<file path="config.mk">
export PLATFORM = sky130hd
export DESIGN_NAME = lrx_input_select
export DESIGN_NICKNAME = d
export VERILOG_FILES = /design/src/shared/lrx_pkg.sv /design/src/core/lrx_input_select.sv
export SDC_FILE = /design/constraint.sdc
export NUM_CORES = 1
export LEC_CHECK = 0
export ABC_AREA = 1
export BUFFER_PORTS_ARGS = -buffer_cell sky130_fd_sc_hd__buf_4
export CAP_MARGIN = 20
export CORE_ASPECT_RATIO = 0.8
export CORE_MARGIN = 2
export CORE_UTILIZATION = 25
export DETAILED_ROUTE_END_ITERATION = 10
export PLACE_DENSITY_LB_ADDON = 0.3
export SLEW_MARGIN = 30
export SYNTH_ARGS = -nofsm -noshare
export SYNTH_HDL_FRONTEND = slang
export SYNTH_SLANG_ARGS = --single-unit
</file>
<file path="constraint.sdc">
create_clock -name core_clk -period 1.6 [get_ports core_clk]
set_input_delay 0.48 -clock core_clk [delete_from_list [all_inputs] [get_ports core_clk]]
set_output_delay 0.48 -clock core_clk [all_outputs]
set_load 0.005 [all_outputs]
</file>
<file path="src/shared/lrx_pkg.sv">
// Constants, types and mode decoding shared by the receive input select block
package lrx_pkg;

  // Clocking and line rates
  localparam int CORE_CLK_HZ = 50_000_000;
  localparam int E1_RATE_BPS = 2_048_000;
  localparam int T1_RATE_BPS = 1_544_000;
  // Bit period in core cycles, rounded down
  localparam logic [5:0] PER_E1 = 6'(CORE_CLK_HZ / E1_RATE_BPS);
  localparam logic [5:0] PER_T1 = 6'(CORE_CLK_HZ / T1_RATE_BPS);
  localparam logic [5:0] PHASE_ZERO = 6'h00;
  localparam logic [5:0] PHASE_ONE  = 6'h01;

  // Register port
  localparam int         ADDR_W     = 8;
  localparam int         DATA_W     = 8;
  localparam logic [7:0] ADDR_CTRL  = 8'h00;
  localparam logic [7:0] ADDR_STAT  = 8'h01;
  localparam int         CTRL_W     = 5;
  localparam int         STAT_OVF   = 2;
  localparam logic [7:0] RD_ZERO    = 8'h00;

  // Receive code select values
  localparam logic [1:0] CODE_NRZ = 2'h0;
  localparam logic [1:0] CODE_CMI = 2'h1;
  localparam logic [1:0] CODE_AMI = 2'h2;

  // Pin vector positions
  localparam int PIN_CNT  = 6;
  localparam int IDX_LA   = 0;
  localparam int IDX_LB   = 1;
  localparam int IDX_RP   = 2;
  localparam int IDX_RN   = 3;
  localparam int IDX_OD   = 4;
  localparam int IDX_OC   = 5;

  localparam int FIFO_DEPTH = 4;

  typedef enum logic [1:0] {
    LRX_M_ANALOG,
    LRX_M_DUAL,
    LRX_M_NRZ,
    LRX_M_CMI
  } lrx_mode_t;

  // Control register layout, bit 4 downward; all zero after reset
  typedef struct packed {
    logic       t1Rate;
    logic       activeHigh;
    logic [1:0] code;
    logic       digital;
  } lrx_ctrl_t;

  localparam lrx_ctrl_t CTRL_RESET = 5'h00;

  typedef struct packed {
    logic violation;
    logic data;
  } lrx_sym_t;

  function automatic lrx_mode_t lrx_decode_mode(input lrx_ctrl_t c);
    if (!c.digital) return LRX_M_ANALOG;
    if (c.code[1]) return LRX_M_DUAL;
    if (c.code == CODE_CMI) return LRX_M_CMI;
    return LRX_M_NRZ;
  endfunction

endpackage

</file>
<file path="src/core/lrx_input_select.sv">
// Receive line input selection, clock recovery and symbol FIFO
`timescale 1ns/1ps

////////////////////////////////////////////////////////////////////////////////
module lrx_fifo
  import lrx_pkg::*;
#(
  parameter int WIDTH = 2,
  parameter int DEPTH = 4
) (
  // Clock and reset
  input  wire logic             core_clk,
  input  wire logic             reset_n,
  // Fill side
  input  wire logic             inValid,
  input  wire logic [WIDTH-1:0] inData,
  output logic                  inReady,
  // Drain side
  output logic                  outValid,
  output logic      [WIDTH-1:0] outData,
  input  wire logic             outReady
);
  localparam int AW = $clog2(DEPTH);

  logic [WIDTH-1:0] memFf [DEPTH];
  logic [AW:0]      wrPtrFf;
  logic [AW:0]      rdPtrFf;
  logic             full;
  logic             empty;

  // Pointers carry one extra wrap bit; depth must be a power of two
  assign empty    = (wrPtrFf == rdPtrFf);
  assign full     = (wrPtrFf[AW] != rdPtrFf[AW]) && (wrPtrFf[AW-1:0] == rdPtrFf[AW-1:0]);
  assign inReady  = !full;
  assign outValid = !empty;
  assign outData  = memFf[rdPtrFf[AW-1:0]];

  always_ff @(posedge core_clk) begin
    if (inValid && !full) begin
      memFf[wrPtrFf[AW-1:0]] <= inData;
    end
  end

  always_ff @(posedge core_clk) begin
    if (!reset_n) begin
      wrPtrFf <= '0;
      rdPtrFf <= '0;
    end else begin
      if (inValid && !full) begin
        wrPtrFf <= wrPtrFf + 1'h1;
      end
      if (outReady && !empty) begin
        rdPtrFf <= rdPtrFf + 1'h1;
      end
    end
  end
endmodule

////////////////////////////////////////////////////////////////////////////////
module lrx_input_select
  import lrx_pkg::*;
(
  // Clock and reset
  input  wire logic              core_clk,
  input  wire logic              reset_n,
  // Register port
  input  wire logic [ADDR_W-1:0] regAddr,
  input  wire logic [DATA_W-1:0] regWrData,
  input  wire logic              regWr,
  input  wire logic              regRd,
  output logic      [DATA_W-1:0] regRdData,
  // Line pins, analog inputs as sliced comparator levels
  input  wire logic              analogRxLineA,
  input  wire logic              analogRxLineB,
  input  wire logic              rxRailPositiveIn,
  input  wire logic              rxRailNegativeIn,
  input  wire logic              opticalRxDataIn,
  input  wire logic              opticalRxClockIn,
  // Decoded symbol stream
  output logic                   symValid,
  output lrx_sym_t               symData,
  input  wire logic              symReady
);

  lrx_ctrl_t          ctrlFf;
  lrx_mode_t          modeFf;
  logic               overflowFf;
  logic [DATA_W-1:0]  nxt_rdData;
  logic [DATA_W-1:0]  regRdDataFf;
  logic [PIN_CNT-1:0] pinRaw;
  logic [PIN_CNT-1:0] sync1Ff;
  logic [PIN_CNT-1:0] sync2Ff;
  logic               inv;
  logic               posAct;
  logic               negAct;
  logic               optData;
  logic               optClk;
  logic               prevPosFf;
  logic               prevNegFf;
  logic               prevOptFf;
  logic               prevClkFf;
  logic               railMode;
  logic               railRise;
  logic               cmiFall;
  logic               clkFall;
  logic               resync;
  logic [5:0]         period;
  logic [5:0]         qtr;
  logic [5:0]         threeQtr;
  logic [5:0]         phaseFf;
  logic               firstPosFf;
  logic               firstNegFf;
  logic               firstOptFf;
  logic               lastPolFf;
  logic               seenPulseFf;
  logic               candValidFf;
  lrx_sym_t           candFf;
  logic               fifoReady;

  //////////////////////////////////////////////////////////////////////////////
  // Registers
  always_ff @(posedge core_clk) begin
    if (!reset_n) begin
      ctrlFf <= CTRL_RESET;
    end else if (regWr && regAddr == ADDR_CTRL) begin
      ctrlFf <= lrx_ctrl_t'(regWrData[CTRL_W-1:0]);
    end
  end

  always_ff @(posedge core_clk) begin
    if (!reset_n) begin
      modeFf <= LRX_M_ANALOG;
    end else begin
      modeFf <= lrx_decode_mode(ctrlFf);
    end
  end

  // Line data cannot be stalled, so a full FIFO loses the symbol; set beats clear
  always_ff @(posedge core_clk) begin
    if (!reset_n) begin
      overflowFf <= 1'h0;
    end else if (candValidFf && !fifoReady) begin
      overflowFf <= 1'h1;
    end else if (regWr && regAddr == ADDR_STAT && regWrData[STAT_OVF]) begin
      overflowFf <= 1'h0;
    end
  end

  always_comb begin
    nxt_rdData = RD_ZERO;
    if (regRd) begin
      unique case (regAddr)
        ADDR_CTRL: nxt_rdData = DATA_W'(ctrlFf);
        ADDR_STAT: nxt_rdData = DATA_W'({symValid, overflowFf, modeFf});
        default:   nxt_rdData = RD_ZERO;
      endcase
    end
  end

  always_ff @(posedge core_clk) begin
    if (!reset_n) begin
      regRdDataFf <= RD_ZERO;
    end else begin
      regRdDataFf <= nxt_rdData;
    end
  end
  assign regRdData = regRdDataFf;

  //////////////////////////////////////////////////////////////////////////////
  // Pin synchronisers
  assign pinRaw = {opticalRxClockIn, opticalRxDataIn, rxRailNegativeIn,
                   rxRailPositiveIn, analogRxLineB, analogRxLineA};

  for (genvar i = 0; i < PIN_CNT; i++) begin : g_sync
    always_ff @(posedge core_clk) begin
      if (!reset_n) begin
        sync1Ff[i] <= 1'h0;
        sync2Ff[i] <= 1'h0;
      end else begin
        sync1Ff[i] <= pinRaw[i];
        sync2Ff[i] <= sync1Ff[i];
      end
    end
  end

  //////////////////////////////////////////////////////////////////////////////
  // Input selection and edge detection
  assign inv      = !ctrlFf.activeHigh;
  assign railMode = (modeFf == LRX_M_ANALOG) || (modeFf == LRX_M_DUAL);
  // The analog slicer already delivers active-high pulses
  assign posAct   = (modeFf == LRX_M_ANALOG) ? sync2Ff[IDX_LA] : (sync2Ff[IDX_RP] ^ inv);
  assign negAct   = (modeFf == LRX_M_ANALOG) ? sync2Ff[IDX_LB] : (sync2Ff[IDX_RN] ^ inv);
  assign optData  = sync2Ff[IDX_OD] ^ inv;
  assign optClk   = sync2Ff[IDX_OC];

  always_ff @(posedge core_clk) begin
    if (!reset_n) begin
      prevPosFf <= 1'h0;
      prevNegFf <= 1'h0;
      prevOptFf <= 1'h0;
      prevClkFf <= 1'h0;
    end else begin
      prevPosFf <= posAct;
      prevNegFf <= negAct;
      prevOptFf <= optData;
      prevClkFf <= optClk;
    end
  end

  assign railRise = railMode && ((posAct && !prevPosFf) || (negAct && !prevNegFf));
  // CMI falls only on bit boundaries, so a fall marks phase zero
  assign cmiFall  = (modeFf == LRX_M_CMI) && prevOptFf && !optData;
  // Clock pin is looked at only in optical NRZ mode
  assign clkFall  = (modeFf == LRX_M_NRZ) && prevClkFf && !optClk;
  assign resync   = railRise || cmiFall;

  //////////////////////////////////////////////////////////////////////////////
  // Phase counter of the digital PLL
  assign period   = ctrlFf.t1Rate ? PER_T1 : PER_E1;
  assign qtr      = period >> 2;
  assign threeQtr = period - qtr;

  always_ff @(posedge core_clk) begin
    if (!reset_n) begin
      phaseFf <= PHASE_ZERO;
    end else if (modeFf == LRX_M_NRZ || resync) begin
      phaseFf <= PHASE_ZERO;
    end else if (phaseFf >= period - PHASE_ONE) begin
      phaseFf <= PHASE_ZERO;
    end else begin
      phaseFf <= phaseFf + PHASE_ONE;
    end
  end

  always_ff @(posedge core_clk) begin
    if (!reset_n) begin
      firstPosFf <= 1'h0;
      firstNegFf <= 1'h0;
      firstOptFf <= 1'h0;
    end else if (phaseFf == qtr) begin
      firstPosFf <= posAct;
      firstNegFf <= negAct;
      firstOptFf <= optData;
    end
  end

  //////////////////////////////////////////////////////////////////////////////
  // Symbol decision and code checks
  always_ff @(posedge core_clk) begin
    if (!reset_n) begin
      candValidFf <= 1'h0;
      candFf      <= '0;
      lastPolFf   <= 1'h0;
      seenPulseFf <= 1'h0;
    end else begin
      candValidFf <= 1'h0;
      if (clkFall) begin
        candValidFf <= 1'h1;
        candFf      <= '{violation: 1'h0, data: optData};
      end else if (modeFf == LRX_M_CMI && phaseFf == threeQtr) begin
        candValidFf <= 1'h1;
        // Equal halves carry a one; a high-then-low pair is illegal in CMI
        candFf      <= '{violation: firstOptFf && !optData, data: firstOptFf == optData};
      end else if (railMode && phaseFf == threeQtr) begin
        candValidFf <= 1'h1;
        // Only plain AMI flags repeated polarity; substitution codes reuse it legally
        candFf.data      <= firstPosFf || firstNegFf;
        candFf.violation <= (firstPosFf && firstNegFf) ||
                            (ctrlFf.code == CODE_AMI && seenPulseFf && firstPosFf != firstNegFf
                             && firstPosFf == lastPolFf);
        if (firstPosFf != firstNegFf) begin
          lastPolFf   <= firstPosFf;
          seenPulseFf <= 1'h1;
        end
      end
    end
  end

  //////////////////////////////////////////////////////////////////////////////
  // Symbol FIFO
  lrx_fifo #(
    .WIDTH ($bits(lrx_sym_t)),
    .DEPTH (FIFO_DEPTH)
  ) u_fifo (
    .core_clk (core_clk),
    .reset_n  (reset_n),
    .inValid  (candValidFf),
    .inData   (candFf),
    .inReady  (fifoReady),
    .outValid (symValid),
    .outData  (symData),
    .outReady (symReady)
  );
endmodule

</file>
==> run metrics <==
outcome complete, but fails checks; failing checks setup timing; Worst Skew 5.841 ps; Min Hold Slack 340.2 ps; Gate Count Post-Synth 307; drt drc 0; CTS Sinks a little under 60; Worst EP arrival 1220 ps; setup slack at placement ~13 ps; Die Span X 117.3 um; Static Leakage 1.510 nW; Avg WL per Cell 10.59 um; final slew viol count 0; initial antenna violation count 0; CP Data Required Time 1120 ps; Cell Chain, Critical Path xnor2_4 -> and2_4 -> nand2_4 -> buf_6; crit path capture type output pin; Final Util 33.93%; drt pass-1 iters 4; most frequent cells in the layout 49 x nand2_1, 46 x buf_4, 44 x dfxtp_1; Vias/cell 3.976; Starting Density 25.39%; total gr overflow 0; Clk Latency, worst-skew pair 320 ps; clock buffer depth 2; sequential share of the synthesized area between 40% and 50%; Mapped Area 0.002569 mm^2; WS Path Type flop to output pin; die height 94.67 um; port buffer count 31; max frequency 589.8 MHz; fin crit share 106.0%; Synth Flop Type dfxtp_1; Final Routed Wirelength 5338 um; fin worst setup slack -95.35 ps; estimated wirelength of the detail-placed design approximately 3900 um; TritonCTS clock tree built; Routed Antenna Nets 0; Post-CTS Hold Buffers 0; Setup Viol. Count Final 1; Die ar. roughly 0.011 mm^2; HP Class primary input to flop; instance area at placement about 0.0030 mm^2; NumNets Final 396; Ys Warns 0; Synth Register Bits 59; worst reg2reg path depth 7; total number of vias 2004; RSZ-0062 raised after global routing true; slowest stage delay, CP 370 ps; Post-Syn Area per Cell 8.367 um^2; Max Cap Viol 0; startpoint types flop; clk slew on worst S/H paths 50 ps; Syn-to-layout area delta 33.61%; number of diodes 0; vias in the first global route about 1900; crit path max fanout 4; number of synthesized flops with an enable pin 8; I/O pins 38; largest net degree at the start of global routing 15; share of layout cells above drive strength 1 around a quarter; crit path time final 1695 ps; ys async rst share 0%; core area 0.01012 mm^2; hold path cells 3; # H-tree levels 3; fillers 1045; CTS buffer count 9; final instance area 0.003432 mm^2; power density cells 1096 mW/mm^2; Core Rows 33; count of different cell masters after synthesis 39; Worst VDD drop 0.3790 mV; DRT iter0 DRCs 100; gpl congestion 0.7597; Hold Vio Cnt, Final 0; wire length of the first global-routing pass 8976 um; root buffer cell clkbuf_16; Critical-path top delay cell dfxtp_4; most common cell after layout, fill and taps aside nand2_1; GR Util All Layers 10.37%
==> report_power, final <==
part,internal [mW],total (mW),switching (mW)
clock,1.24,1.89,0.648
sequential,1.54,1.57,0.0320
combinational,0.162,0.305,0.144
total,2.94,3.76,0.823
==> cell usage after synthesis (2+ instances only) <==
cell	count	share of area, %
o22ai_1	2	0.49
dfxtp_1	51	40
o21ai_0	10	1.9
buf_4	4	1.2
ha_1	10	4.9
and2_1	2	0.49
o21ai_1	4	0.78
a21oi_1	22	4.3
nand2_2	3	0.73
or2_1	3	0.73
xor2_1	8	2.7
inv_2	3	0.44
nand4_1	3	0.73
nand2_1	49	7.2
nand3_1	15	2.9
edfxtp_1	8	9.4
nor2_1	38	5.6
xnor2_1	3	1.0
inv_1	41	6.0
nor2_2	3	0.73
nand3b_1	6	1.8
buf_2	2	0.39
==> final cells by class <==
type | count | area, um^2 | area share [%]
sequential | 59 | 1280 | 37.30
multi-input combinational | 198 | 1156 | 33.69
timing repair buffer | 47 | 356.6 | 10.39
clock buffer | 11 | 242.7 | 7.073
tap | 140 | 175.2 | 5.104
inverter | 44 | 167.7 | 4.885
clock inverter | 5 | 53.80 | 1.568
==> stage by stage <==
stage,instances,total power [mW],setup TNS [ps]
floorplan,309,1.741,0
global placement,481,1.853,0
detailed placement,481,1.857,0
CTS,500,3.795,-61.94
global route,504,3.925,-267.0
finish,504,3.762,-95.35
==> worst max-delay path, delay by kind of cell (launching register included) <==
| family | cells | cell delay [ps] |
|---|---|---|
| DFF | 1 | 370 |
| and+or+nand+nor | 2 | 230 |
| xor gates and xnor gates | 1 | 180 |
| buffers and inverters | 1 | 120 |
==> repair_timing <==
action	in CTS	in global routing
gates resized for setup	14	13
endpoints found under the setup margin	4	6
pin swaps	2	5
setup buffers	3	4
==> final timing paths <==
path	start	end	slack [ps]
setup / recovery	u_fifo.wrPtrFf[1]	symValid	-100
hold / removal	analogRxLineB	sync1Ff[1]	340
setup reg to reg	u_fifo.wrPtrFf[1]	u_fifo.memFf[1][0]	10
hold reg to reg	sync1Ff[2]	sync2Ff[2]	410
==> state kept, by name (all words and copies together) (netlist names), 2 cells and up, named ones only <==
register        cells
sync1Ff             6
modeFf              2
candFf              2
ctrlFf              5
phaseFf             6
u_fifo.rdPtrFf      3
u_fifo.memFf        8
u_fifo.wrPtrFf      3
regRdData           5
sync2Ff             5
==> routing by layer <==
metal / vias to the layer above / track usage [%] / routed length [um]
li1: 1075 / - / -
met1: 875 / 13.34 / 2735
met2: 45 / 15.64 / 2200
met5: - / 0 / 0
met3: 9 / 4.046 / 346
met4: 0 / 4.217 / 55
==> cell families (layout without fill, tap and decap cells) <==
logic type	count (synthesis)	count (layout)	synth area share [%]
other cells	1	3	0.1460
fa+ha+maj	10	10	4.871
flops	59	59	49.10
simple gates	130	130	23.87
buf+inv	52	107	8.280
xor+xnor	13	13	5.018
compound gates	42	42	8.720
No activity file was read; power rests on OpenSTA's default activity.
